$ cat src/rtl/alarm_report_pkg.sv
package alarm_report_pkg;
    localparam int NCH = 8;
    localparam int NALM = 6;
    localparam int NALL = NCH * NALM;
    localparam int NFLT = NALL + 2;
    localparam int CFG_W = 21;
    // Register byte offsets.
    localparam logic [11:0] OFF_CTRL = 12'h000;
    localparam logic [11:0] OFF_STATUS = 12'h004;
    localparam logic [11:0] OFF_FAULT = 12'h008;
    localparam logic [11:0] OFF_IRQ = 12'h00C;
    localparam logic [11:0] CFG_BASE = 12'h040;
    localparam logic [11:0] VAL_BASE = 12'h080;
    localparam logic [11:0] DIAG_BASE = 12'h0C0;
    // Control register bits; store and scan are write-one pulses.
    localparam int CTRL_STORE_BIT = 0;
    localparam int CTRL_SCAN_BIT = 1;
    localparam int CTRL_IOEN_BIT = 2;
    localparam int CTRL_STATEN_BIT = 3;
    // Channel configuration fields.
    localparam int DIAG_EN_LSB = 0;
    localparam int FAULT_EN_LSB = 6;
    localparam int IRQ_EN_LSB = 12;
    localparam int FMT_FLOAT_BIT = 18;
    localparam int CURR_BIT = 19;
    localparam int CHEN_BIT = 20;
    localparam logic [CFG_W-1:0] CFG_RST = 21'h00_0000;
    // Module status bits.
    localparam int STAT_CFG_BIT = 0;
    localparam int STAT_ALM_BIT = 1;
    localparam int STAT_TB_BIT = 2;
    localparam int STAT_FLT_BIT = 3;
    localparam logic [3:0] STAT_RST = 4'h0;
    // Fault entry layout.
    localparam int ENT_VALID_BIT = 31;
    localparam logic [1:0] KIND_ALARM = 2'h0;
    localparam logic [1:0] KIND_TB_LOSS = 2'h1;
    localparam logic [1:0] KIND_TB_ADD = 2'h2;
    localparam int IDX_TB_LOSS = NALL;
    localparam int IDX_TB_ADD = NALL + 1;
endpackage

$ cat src/rtl/alarm_report.sv
// Chosen here: the placing of the registers and the Avalon-MM slave port.
`timescale 1ns/10ps
// Functional notes
// After reset every diagnostic, fault and interrupt response is disabled.
// Each alarm type per channel has independent diag/fault/irq enables.
// Enabled diagnostic alarms appear in that channel's diagnostic words.
// Every enabled alarm occurrence queues exactly one fault entry; the logic queues none for a repeat while that alarm's entry is still pending.
// Enabled alarm occurrence raises an interrupt request to the controller.
// Controller sets interrupt enables and binds handler to channel address.
// Interrupting condition shows its diagnostic bit even with diagnostics off.
// Next input scan returns such a diagnostic bit to zero.
// Channel values use two words per channel, channel n at 2(n-1).
// Value format per channel is 32-bit float or 16-bit integer.
// Integer format uses signed low word and ignores the high word.
// Controller keeps integer values within the signed 16-bit range.
// Diagnostic data uses two words per channel at word 2(n-1).
// Diagnostic bit is one only while alarm present and detection enabled.
// Four module status bits are reported in a 32-bit status area.
// Terminal block indicator is green when present, red when absent.
// Each terminal block insertion or removal logs an add or loss entry; the logic logs them only once a configuration has been stored.
// Storing a configuration without terminal block logs a loss entry.
// Module status bit two reflects terminal block presence.
// Module status refreshes only while input/output scanning is enabled.
// Each channel drives voltage or current output, never both.
module alarm_report
    import alarm_report_pkg::*;
(
    input wire logic clk_i,
    input wire logic nrst_i,
    input wire logic [11:0] avs_address_i,
    input wire logic avs_read_i,
    input wire logic avs_write_i,
    input wire logic [31:0] avs_writedata_i,
    input wire logic [3:0] avs_byteenable_i,
    output logic [31:0] avs_readdata_o,
    output logic avs_waitrequest_o,
    input wire logic [NALL-1:0] alarm_i,
    input wire logic tb_present_i,
    output logic irq_req_o,
    output logic terminal_block_indicator_green_o,
    output logic terminal_block_indicator_red_o,
    output logic [NCH*32-1:0] chan_value_o,
    output logic [NCH-1:0] chan_float_o,
    output logic [NCH-1:0] volt_drive_o,
    output logic [NCH-1:0] curr_drive_o
);

    function automatic logic [5:0] first_set(input logic [NFLT-1:0] v);
        logic [5:0] idx;
        idx = 6'h00;
        for (int i = NFLT - 1; i >= 0; i--) begin
            if (v[i]) begin
                idx = 6'(i);
            end
        end
        return idx;
    endfunction

    logic tb_s1_r;
    logic tb_s2_r;
    logic tb_d_r;
    logic ack_r;
    logic ioen_r;
    logic staten_r;
    logic cfg_done_r;
    logic [CFG_W-1:0] cfg_r [NCH];
    logic [15:0] value_r [2*NCH];
    logic [NALL-1:0] alarm_d_r;
    logic [NALL-1:0] diag_r;
    logic [NFLT-1:0] fault_pend_r;
    logic [NCH-1:0] irq_pend_r;
    logic [3:0] stat_r;
    logic [31:0] rdata_r;
    logic [5:0] fpop_idx_r;
    logic fpop_v_r;
    logic [2:0] ipop_idx_r;
    logic ipop_v_r;
    logic [NCH*32-1:0] chan_value_r;
    logic [NCH-1:0] chan_float_r;
    logic [NCH-1:0] volt_r;
    logic [NCH-1:0] curr_r;
    logic led_green_r;

    // Bus handshake: one wait cycle, answer on the second edge.
    wire req = avs_read_i | avs_write_i;
    wire first = req & ~ack_r;
    wire acc = req & ack_r;
    assign avs_waitrequest_o = first;
    assign avs_readdata_o = rdata_r;

    wire [11:0] a = avs_address_i;
    wire sel_ctrl = a == OFF_CTRL;
    wire sel_stat = a == OFF_STATUS;
    wire sel_flt = a == OFF_FAULT;
    wire sel_irq = a == OFF_IRQ;
    wire sel_cfg = a[11:5] == CFG_BASE[11:5];
    wire sel_val = a[11:6] == VAL_BASE[11:6];
    wire sel_diag = a[11:6] == DIAG_BASE[11:6];
    wire [2:0] cfg_idx = a[4:2];
    wire [3:0] word_idx = a[5:2];
    wire [2:0] word_ch = a[5:3];

    // Per-bit enables gathered from the channel configuration.
    logic [NALL-1:0] diag_en_v;
    logic [NALL-1:0] fault_en_v;
    logic [NALL-1:0] irq_en_v;
    logic [NALL-1:0] alm_ch_en_v;
    logic [NCH-1:0] chen_v;
    logic [NCH-1:0] float_v;
    logic [NCH-1:0] curr_v;
    logic [NCH-1:0] irq_ch_set;
    logic [NALL-1:0] rise;
    logic [NALL-1:0] fault_set;
    logic [NALL-1:0] irq_set;

    assign rise = alarm_i & ~alarm_d_r & alm_ch_en_v;
    // Independent enable mix.
    assign fault_set = rise & fault_en_v;
    assign irq_set = rise & irq_en_v;

    genvar g;

    // Fault entry and interrupt source selection for the pop registers.
    wire [5:0] fsel = first_set(fault_pend_r);
    wire fany = |fault_pend_r;
    wire [5:0] isel6 = first_set({{(NFLT-NCH){1'b0}}, irq_pend_r});
    wire [2:0] isel = isel6[2:0];
    wire iany = |irq_pend_r;
    wire [1:0] fkind = (fsel == 6'(IDX_TB_LOSS)) ? KIND_TB_LOSS :
                       (fsel == 6'(IDX_TB_ADD)) ? KIND_TB_ADD : KIND_ALARM;
    wire [2:0] fch = (fkind == KIND_ALARM) ? 3'(fsel / 6'(NALM)) : 3'h0;
    wire [2:0] falm = (fkind == KIND_ALARM) ? 3'(fsel % 6'(NALM)) : 3'h0;
    wire [31:0] fent = {fany, 21'h00_0000, fkind, 1'b0, fch, 1'b0, falm};
    // Interrupt source as the channel's value word offset.
    wire [31:0] ient = {iany, 27'h000_0000, isel, 1'b0};

    // Diagnostic word pairs; the upper word of a pair reads zero.
    wire [15:0] diag_word = word_idx[0] ? 16'h0000 :
                            16'(diag_r[word_ch*NALM +: NALM]);
    wire [31:0] ctrl_rd = 32'({staten_r, ioen_r, 2'b00});
    wire [31:0] rd_mux = sel_ctrl ? ctrl_rd :
                         sel_stat ? 32'(stat_r) :
                         sel_flt ? fent :
                         sel_irq ? ient :
                         sel_cfg ? 32'(cfg_r[cfg_idx]) :
                         sel_val ? 32'(value_r[word_idx]) :
                         sel_diag ? 32'(diag_word) : 32'h0000_0000;
    wire [31:0] be_mask = {{8{avs_byteenable_i[3]}}, {8{avs_byteenable_i[2]}},
                           {8{avs_byteenable_i[1]}}, {8{avs_byteenable_i[0]}}};
    wire [31:0] wmerge = (avs_writedata_i & be_mask) | (rd_mux & ~be_mask);

    wire wr_acc = acc & avs_write_i;
    wire wr_ctrl = wr_acc & sel_ctrl;
    wire store_pulse = wr_ctrl & wmerge[CTRL_STORE_BIT];
    wire scan_pulse = wr_ctrl & wmerge[CTRL_SCAN_BIT];
    wire fpop = acc & avs_read_i & sel_flt & fpop_v_r;
    wire ipop = acc & avs_read_i & sel_irq & ipop_v_r;
    // The scan is gated by the mode held before this write, so a write that
    // clears the mode together with a scan still refreshes the status once.
    wire stat_upd = scan_pulse & ioen_r & staten_r;

    // Terminal block edges after configuration.
    wire tb_loss = cfg_done_r & tb_d_r & ~tb_s2_r;
    wire tb_add = cfg_done_r & ~tb_d_r & tb_s2_r;
    // Loss logged on store without block.
    wire tb_store_loss = store_pulse & ~tb_s2_r;
    wire [NFLT-1:0] flt_set_all = {tb_add, tb_loss | tb_store_loss, fault_set};
    wire [NFLT-1:0] fpop_mask = fpop ? (NFLT'(1) << fpop_idx_r) : '0;
    wire [NCH-1:0] ipop_mask = ipop ? (NCH'(1) << ipop_idx_r) : '0;

    // Diagnostic refresh at input scan.
    // Only present and enabled alarms read one.
    // Interrupting condition forces its bit.
    // The scan clears bits whose diagnostics are off.
    wire [NALL-1:0] diag_nxt = scan_pulse ?
        ((alarm_i & diag_en_v & alm_ch_en_v) | irq_set) : (diag_r | irq_set);

    // Set wins over the pop of the same entry.
    wire [NFLT-1:0] fault_nxt = flt_set_all | (fault_pend_r & ~fpop_mask);
    // Interrupt request per channel.
    wire [NCH-1:0] irq_nxt = irq_ch_set | (irq_pend_r & ~ipop_mask);
    // The request is a level that stays up until every pending channel has
    // been read out, so no occurrence is lost between handler runs.
    assign irq_req_o = |irq_pend_r;

    // Four status bits.
    // Terminal block on bit two.
    wire [3:0] stat_nxt = {fany, tb_s2_r, |(diag_r | alarm_i & alm_ch_en_v),
                           cfg_done_r};

    // The first synchroniser stage feeds only the second.
    always_ff @(posedge clk_i or negedge nrst_i) begin
        if (!nrst_i) begin
            tb_s1_r <= 1'b0;
            tb_s2_r <= 1'b0;
            tb_d_r <= 1'b0;
        end else begin
            tb_s1_r <= tb_present_i;
            tb_s2_r <= tb_s1_r;
            tb_d_r <= tb_s2_r;
        end
    end

    // Pop targets are latched on the first edge so the entry read is the
    // entry removed, even if a higher-priority event arrives meanwhile.
    always_ff @(posedge clk_i or negedge nrst_i) begin
        if (!nrst_i) begin
            ack_r <= 1'b0;
            rdata_r <= 32'h0000_0000;
            fpop_idx_r <= 6'h00;
            fpop_v_r <= 1'b0;
            ipop_idx_r <= 3'h0;
            ipop_v_r <= 1'b0;
        end else begin
            ack_r <= first;
            if (first) begin
                rdata_r <= avs_read_i ? rd_mux : 32'h0000_0000;
                fpop_idx_r <= fsel;
                fpop_v_r <= fany;
                ipop_idx_r <= isel;
                ipop_v_r <= iany;
            end
        end
    end

    // Responses disabled at reset.
    always_ff @(posedge clk_i or negedge nrst_i) begin
        if (!nrst_i) begin
            for (int i = 0; i < NCH; i++) begin
                cfg_r[i] <= CFG_RST;
            end
            ioen_r <= 1'b0;
            staten_r <= 1'b0;
            cfg_done_r <= 1'b0;
        end else begin
            if (wr_acc & sel_cfg) begin
                cfg_r[cfg_idx] <= wmerge[CFG_W-1:0];
            end
            if (wr_ctrl) begin
                ioen_r <= wmerge[CTRL_IOEN_BIT];
                staten_r <= wmerge[CTRL_STATEN_BIT];
            end
            if (store_pulse) begin
                cfg_done_r <= 1'b1;
            end
        end
    end

    // Two value words per channel.
    always_ff @(posedge clk_i or negedge nrst_i) begin
        if (!nrst_i) begin
            for (int i = 0; i < 2 * NCH; i++) begin
                value_r[i] <= 16'h0000;
            end
        end else if (wr_acc & sel_val) begin
            value_r[word_idx] <= wmerge[15:0];
        end
    end

    // Status refresh only with scanning enabled.
    always_ff @(posedge clk_i or negedge nrst_i) begin
        if (!nrst_i) begin
            alarm_d_r <= '0;
            diag_r <= '0;
            fault_pend_r <= '0;
            irq_pend_r <= '0;
            stat_r <= STAT_RST;
        end else begin
            alarm_d_r <= alarm_i;
            diag_r <= diag_nxt;
            fault_pend_r <= fault_nxt;
            irq_pend_r <= irq_nxt;
            if (stat_upd) begin
                stat_r <= stat_nxt;
            end
        end
    end

    // Float or integer per channel.
    // Integer takes the signed low word.
    // Voltage and current drive are exclusive.
    // One loop holds every per-channel slice, configuration decode included.
    generate
        for (g = 0; g < NCH; g++) begin : g_out
            assign chen_v[g] = cfg_r[g][CHEN_BIT];
            assign float_v[g] = cfg_r[g][FMT_FLOAT_BIT];
            assign curr_v[g] = cfg_r[g][CURR_BIT];
            assign diag_en_v[g*NALM +: NALM] = cfg_r[g][DIAG_EN_LSB +: NALM];
            assign fault_en_v[g*NALM +: NALM] = cfg_r[g][FAULT_EN_LSB +: NALM];
            assign irq_en_v[g*NALM +: NALM] = cfg_r[g][IRQ_EN_LSB +: NALM];
            assign alm_ch_en_v[g*NALM +: NALM] = {NALM{cfg_r[g][CHEN_BIT]}};
            assign irq_ch_set[g] = |irq_set[g*NALM +: NALM];
            wire [15:0] lo = value_r[2*g];
            wire [15:0] hi = value_r[2*g+1];
            wire [31:0] v = float_v[g] ? {hi, lo} : {{16{lo[15]}}, lo};
            always_ff @(posedge clk_i or negedge nrst_i) begin
                if (!nrst_i) begin
                    chan_value_r[g*32 +: 32] <= 32'h0000_0000;
                    chan_float_r[g] <= 1'b0;
                    volt_r[g] <= 1'b0;
                    curr_r[g] <= 1'b0;
                end else begin
                    chan_value_r[g*32 +: 32] <= chen_v[g] ? v : 32'h0000_0000;
                    chan_float_r[g] <= chen_v[g] & float_v[g];
                    volt_r[g] <= chen_v[g] & ~curr_v[g];
                    curr_r[g] <= chen_v[g] & curr_v[g];
                end
            end
        end
    endgenerate

    // Indicator follows presence.
    always_ff @(posedge clk_i or negedge nrst_i) begin
        if (!nrst_i) begin
            led_green_r <= 1'b0;
        end else begin
            led_green_r <= tb_s2_r;
        end
    end

    assign chan_value_o = chan_value_r;
    assign chan_float_o = chan_float_r;
    assign volt_drive_o = volt_r;
    assign curr_drive_o = curr_r;
    assign terminal_block_indicator_green_o = led_green_r;
    assign terminal_block_indicator_red_o = ~led_green_r;
endmodule // alarm_report

$ cat config.mk
export PLATFORM = sky130hd
export DESIGN_NAME = alarm_report
export DESIGN_NICKNAME = d
export VERILOG_FILES = /design/src/rtl/alarm_report_pkg.sv /design/src/rtl/alarm_report.sv
export SDC_FILE = /design/constraint.sdc
export NUM_CORES = 2
export LEC_CHECK = 0
export ABC_AREA = 1
export BUFFER_PORTS_ARGS = -buffer_cell sky130_fd_sc_hd__clkbuf_2
export CORE_MARGIN = 3
export CORE_UTILIZATION = 44
export CTS_CLUSTER_DIAMETER = 60
export DETAILED_ROUTE_END_ITERATION = 7
export PLACE_DENSITY_LB_ADDON = 0.08
export REMOVE_ABC_BUFFERS = 1
export SLEW_MARGIN = 40
export SYNTH_ARGS = -nofsm -noshare
export SYNTH_HDL_FRONTEND = slang
export SYNTH_SLANG_ARGS = --single-unit
$ cat constraint.sdc
create_clock -name clk_i -period 3 [get_ports clk_i]
set_input_delay 0.3 -clock clk_i [delete_from_list [all_inputs] [get_ports clk_i]]
set_output_delay 0.3 -clock clk_i [all_outputs]
set_load 0.03 [all_outputs]
# Word-level counts from Yosys, hierarchy flattened

Index checks and enable logic that the tools add are counted.

Register bits after elaboration: 912
Bits in latches: 0
RAM bits: 0
Bits in read-only memories: 0
Input bits: 101
Output and inout port bits: 316
Logic and storage cells: 288
Memories kept: 0

Add/subtract/negate cells: 0
Multipliers: 1
Divide/modulo/power cells: 2
$lt $le $gt $ge: 4
Equality and inequality tests: 8
Shift-type cells: 3
Multiplexer cells: 102
Bitwise logic cells: 80
Reduce and logical (&&, ||, !) cells: 15

Operators by type and width:

| cell                                              | count |
|---|---|
| 2-to-1 mux 32 bit                                 | 21 |
| bitwise AND 48 bit                                | 7 |
| 2-to-1 mux 6 bit                                  | 52 |
| bitwise mux 256 bit                               | 1 |
| bitwise mux 168 bit                               | 1 |
| bitwise OR 48 bit                                 | 3 |
| 2-to-1 mux 21 bit                                 | 4 |
| binary-select mux 16 bit (select 4 bit)           | 1 |
| demux 16 bit (select 4 bit)                       | 1 |
| 2-to-1 mux 16 bit                                 | 4 |
| binary-select mux 21 bit (select 3 bit)           | 1 |
| demux 21 bit (select 3 bit)                       | 1 |
| bitwise AND 50 bit                                | 1 |
| 2-to-1 mux 50 bit                                 | 1 |
| NOT 50 bit                                        | 1 |
| bitwise OR 50 bit                                 | 1 |
| OR reduction 50 bit                               | 1 |
| << shifter 1 x 6 -> 50 bit (first input constant) | 1 |
| 2-to-1 mux 48 bit                                 | 1 |
| NOT 48 bit                                        | 1 |
| OR reduction 48 bit                               | 1 |
| OR reduction 6 bit                                | 8 |
| indexed part select 48 x 7 -> 6 bit               | 1 |
| bitwise AND 1 bit                                 | 44 |
| 30 further kinds                                  | 56 |

# Longest topological paths before layout

Word-level depth: 64
Depth in mapped cells: 56
Depth with buffers taken out: 55

# Worst setup path before layout

Ideal clock, no wire load.

Path type: register to register
Start: register fault_pend_r[24]
End: register diag_r[17]
Setup time: 0.131 ns
Arrival: 3.078 ns
Data required time: 2.869 ns
Slack: -0.209 ns
Cell stages (with the launch flop): 27
Buffers on the path: 1
Clock period less this slack: 3.209 ns
Path through: dfrtp_1 -> nor2_1 -> nand2_1 -> nor2_1 -> inv_1 -> nor2_1 -> inv_1 -> nor2_1 -> inv_1 -> nor2_1 -> nand2_1 -> xor2_1 -> o21ai_1 -> or2_1 -> nand2_1 -> xnor2_1 -> nand2_1 -> nand2_1 -> nand2_1 -> a211o_1 -> o21ai_2 -> o21ai_4 -> nand2_4 -> inv_2 -> buf_2 -> nand3_1 -> o211ai_1

Word-level cells in the longest chain between the ends: 37
Elaborated cells between the ends (all ways): 39
Those cells by class: div (1); eq/ne (2); mux (32); bitwise (3); reduce/logical (1)

RTL lines:

| element                                                               | line                | RTL |
|---|---|---|
| start: declaration                                                    | alarm_report.sv:70  | `logic [NFLT-1:0] fault_pend_r;` |
| start signal: assignment                                              | alarm_report.sv:271 | `fault_pend_r <= fault_nxt;` |
| 2-to-1 mux 6 bit * (25 in a row)                                      | alarm_report.sv:52  | `if (v[i]) begin` |
| branches (longest 4 deep; another with remainder unit 6 x 3 -> 6 bit) | --                  |  |
| 2-to-1 mux 3 bit *                                                    | alarm_report.sv:132 | `wire [2:0] falm = (fkind == KIND_ALARM) ? 3'(fsel % 6'(NALM)) : 3'h0;` |
| 2-to-1 mux 32 bit *                                                   | alarm_report.sv:143 | `sel_flt ? fent :` |
| 2-to-1 mux 32 bit *                                                   | alarm_report.sv:142 | `sel_stat ? 32'(stat_r) :` |
| 2-to-1 mux 32 bit *                                                   | alarm_report.sv:141 | `wire [31:0] rd_mux = sel_ctrl ? ctrl_rd :` |
| bitwise AND 21 bit *                                                  | alarm_report.sv:150 | `wire [31:0] wmerge = (avs_writedata_i & be_mask) \| (rd_mux & ~be_mask);` |
| bitwise OR 21 bit *                                                   | alarm_report.sv:150 |  |
| bitwise AND 1 bit *                                                   | alarm_report.sv:155 | `wire scan_pulse = wr_ctrl & wmerge[CTRL_SCAN_BIT];` |
| 2-to-1 mux 48 bit *                                                   | alarm_report.sv:175 | `wire [NALL-1:0] diag_nxt = scan_pulse ?` |
| net diag_nxt[17]                                                      | alarm_report.sv:175 |  |
| end signal: assignment                                                | alarm_report.sv:270 | `diag_r <= diag_nxt;` |
| end: declaration                                                      | alarm_report.sv:69  | `logic [NALL-1:0] diag_r;` |

Mark *: on every way through the listed nets, which the timed path passes.
A chain may end at the register's enable or synchronous reset.

# Worst setup path after layout

Start: register fault_pend_r[48]
End: register value_r, in the netlist g_out[3].hi[0]

Word-level cells in the longest chain between the ends: 60
Elaborated cells between the ends (all ways): 62
Those cells by class: div (1); eq/ne (2); mux (56); bitwise (2); reduce/logical (1)

RTL lines:

| element                                                               | line                | RTL |
|---|---|---|
| 2-to-1 mux 6 bit * (49 in a row)                                      | alarm_report.sv:52  |  |
| branches (longest 4 deep; another with remainder unit 6 x 3 -> 6 bit) | --                  |  |
| 2-to-1 mux 3 bit *                                                    | alarm_report.sv:132 |  |
| 2-to-1 mux 32 bit *                                                   | alarm_report.sv:143 |  |
| 2-to-1 mux 32 bit *                                                   | alarm_report.sv:142 |  |
| 2-to-1 mux 32 bit *                                                   | alarm_report.sv:141 |  |
| bitwise AND 21 bit *                                                  | alarm_report.sv:150 |  |
| bitwise OR 21 bit *                                                   | alarm_report.sv:150 |  |
| bitwise mux 256 bit *                                                 | alarm_report.sv:256 | `value_r[word_idx] <= wmerge[15:0];` |
| end signal: indexed assignment                                        | alarm_report.sv:256 |  |
| end: declaration                                                      | alarm_report.sv:67  | `logic [15:0] value_r [2*NCH];` |

Mark *: on every way between the ends.

==> out/results.ini <==
[critical_path]
slowest_stage = dfrtp_1
cpMostUsedCell = nand2_1
critPathMaxStageDelay_ns = 0.39
cp-end-kind = register
cp_max_fo = 5
crit_type = reg2reg
arrival_ns = 4.55
crit_required_ns = 3.61
crit_path_start_kind = register
rrSetupSlack_ns = -0.94
r2r_cells = 57
worstReg2RegStart = fault_pend_r[48]
r2r-end = g_out[3].hi[0]

[sta]
fin_crit_sh_pct = 131.3
slew_viol_final = 0
skew_ns = 0.02156
period_minus_slack_ns = 3.938
setup_violations = 254
timing.fmax_ghz = 0.2539
hold_violations = 0
worstMarginPinSlew_ns = 0.9598
tns_ns = -152.39
setup_ws_ns = -0.9379
rsz0062_at_grt = yes
max_slew_margin_pct = 35.42

[floorplan]
io_pins = 417
coreArea_um2 = 84350
initial_core_util_pct = 44.79
die_w_um = 299.0
dieHeight_um = 299.0
num_rows = 106
die-area_um2 = 89420

[clock_network]
numCtsBuffers = 104
cts_max_level = 3
clock_path_buffers = 3
clkTransAtPathRegs_ns = 0.06
cts_tree = yes
cts-root-buf = clkbuf_16
cts_sinks = 902
clock_latency_ns = 0.69

[status]
violations = setup timing
status = finished with violations

[grt]
overflow = 0
grt.total_usage_pct = 38.33
grt_max_degree = 76
antenna_found_initial = 8
grt_pass1_vias = 34932
grt_pass1_wl_um = 247400

[detailed_routing]
drt_first_pass_iters = 6
drtIter0Drc = 4064
num_vias = 35392
drt_wl_total_um = 173100
viasPerCell = 5.634
drcViolationCount = 0
wl_per_cell_um = 27.55
ant_nets = 0

[synth]
synth.top_cells.by_area = dfrtp_1, nand2_1, o21ai_0, inv_1, nand3_1
syn_area_per_cell_um2 = 8.955
yosysTopAreaCell = dfrtp_1
syn_area_um2 = 37780
ys_seq_elements = 902
async_reset_ff_share_pct = 100.0
synth_top_area_share_pct = 59.74
yosys_warnings = 0
synthFlopType = dfrtp_1
synth.distinct_cells = 52
synth.most_common_cell = nand2_1
synth_edf_count = 0
synth_common_cells = nand2_1, dfrtp_1, o21ai_0, inv_1, clkbuf_1
netlist_instances = 4219
ys_seq_area_share_pct = 59.74

[power_and_ir_drop]
total_power_mw = 28.81
max-vdd-ir-drop_v = 0.0005084
p_per_area_nw_per_um2 = 570.5
p_leak_nw = 26.71

[finish]
area_growth_pct = 33.67
fin_nets = 5155
n_fill_cell = 7616
drive_above_1_share_pct = 25.36
finish.instance_area_um2 = 50500

[min_path]
holdCritStartpoint = avs_write_i
min_path_type = in2reg
hold_depth = 4
min_to = ack_r

[place]
place_area_um2 = 44500
routabilityCongestion = 0.9965
port_buffers = 394
dp_hpwl_um = 126900

[flow_run]
maxCapViolCount = 0

-- where the power goes --
| part | internal, mW | leakage, nW | switching, mW | total [mW] |
|---|---|---|---|---|
| logic | 0.884 | 13.5 | 1.81 | 2.69 |
| clock network | 8.07 | 1.81 | 5.54 | 13.6 |
| registers | 12.3 | 11.4 | 0.172 | 12.5 |
| total | 21.3 | 26.7 | 7.52 | 28.8 |
-- placed cells by master (no fill, tap or decap), types with 29 or more instances in the layout --
master / instances
a21oi_1: 69
a22oi_1: 82
buf_12: 70
buf_4: 406
clkbuf_16: 104
clkbuf_2: 393
dfrtp_1: 902
dlygate4sd3_1: 51
inv_1: 537
nand2_1: 1060
nand2_2: 71
nand3_1: 98
nand3_2: 41
nor2_1: 91
nor3_1: 37
nor4_1: 29
o211ai_1: 48
o21ai_0: 511
o21ai_1: 45
o22ai_1: 96
-- worst max path at each step --
| stage | from | to | slack (ns) |
|---|---|---|---|
| final | fault_pend_r[48] | g_out[3].hi[0] | -0.94 |
| after global routing | fault_pend_r[48] | g_out[0].hi[9] | -1.44 |
| after CTS | fault_pend_r[48] | g_out[0].hi[9] | -0.87 |
| after detailed placement | avs_address_i[3] | cfg_r[66] | -0.84 |
| after global placement | fault_pend_r[48] | g_out[4].hi[9] | -0.89 |
| after floorplan | avs_address_i[2] | diag_r[45] | -3.90 |
-- kinds of logic after synthesis --
logic type | count (synthesis) | share of synthesized area, %
DFF | 902 | 59.74
AOI/OAI and AO/OA | 991 | 15.38
muxes | 2 | 0.05299
other | 1 | 0.009926
and+or+nand+nor | 1537 | 16.69
xor gates and xnor gates | 2 | 0.04637
buffers and inverters | 784 | 8.074
-- flip-flops by register name, summed over array words and instances (netlist names), 3 cells and up --
signal,flops
cfg_r,160
chan_value_o,256
avs_readdata_o,22
stat_r,4
curr_drive_o,8
ipop_idx_r,3
diag_r,48
volt_drive_o,8
irq_pend_r,8
alarm_d_r,48
alm_ch_en_v,8
fpop_idx_r,6
chan_float_o,8
fault_pend_r,50
g_out.lo,128
g_out.hi,128
-- layout make-up --
cell class	count	area, um2	area share (%)
diodes	6	15.01	0.02973
well taps	1134	1419	2.810
repair buffers	948	7472	14.80
clock buffers	142	2985	5.911
clock inverters	52	729.5	1.444
flip-flops and latches	902	22570	44.70
multi-input cells	2542	13200	26.13
inverters	556	2113	4.185
-- layer usage --
layer	GRT usage [%]	wire, um	vias up
li1	-	-	15545
met1	52.88	71220	17548
met2	57.94	76290	1909
met3	8.684	16290	386
met4	17.50	9219	4
met5	0	25	-
-- worst max-delay path, delay by kind of cell (launching register included) --
kind                   cells  cell delay [ns]
AO/OA/AOI/OAI              1             0.07
buffers and inverters      3             0.38
flip-flops                 1             0.39
AND/OR/NAND/NOR           53             2.98
-- per-stage QoR --
step / worst slack (ns) / cells / hold slack, ns / utilization [%]
6_report: -0.9379 / 6282 / 0.08444 / 59.87
2_1_floorplan: -3.897 / 4000 / 0.004409 / -
3_5_place_dp: -0.8352 / 5985 / 0.3371 / 52.76
4_1_cts: -0.8667 / 6275 / 0.06299 / 59.46
5_1_grt: -1.439 / 6277 / 0.08191 / 59.86
3_3_place_gp: -0.8949 / 5985 / 0.3342 / 52.76
-- repair_timing --
item | in CTS | in global routing
setup endpoints to repair | 255 | 280
resized for setup | 205 | 118
cloned | 17 | 0
setup buffers | 28 | 10
pin swaps | 15 | 23
endpoints found under the hold margin | 101 | 0
hold buffers | 51 | 0
(Power assumes the default switching activity.)
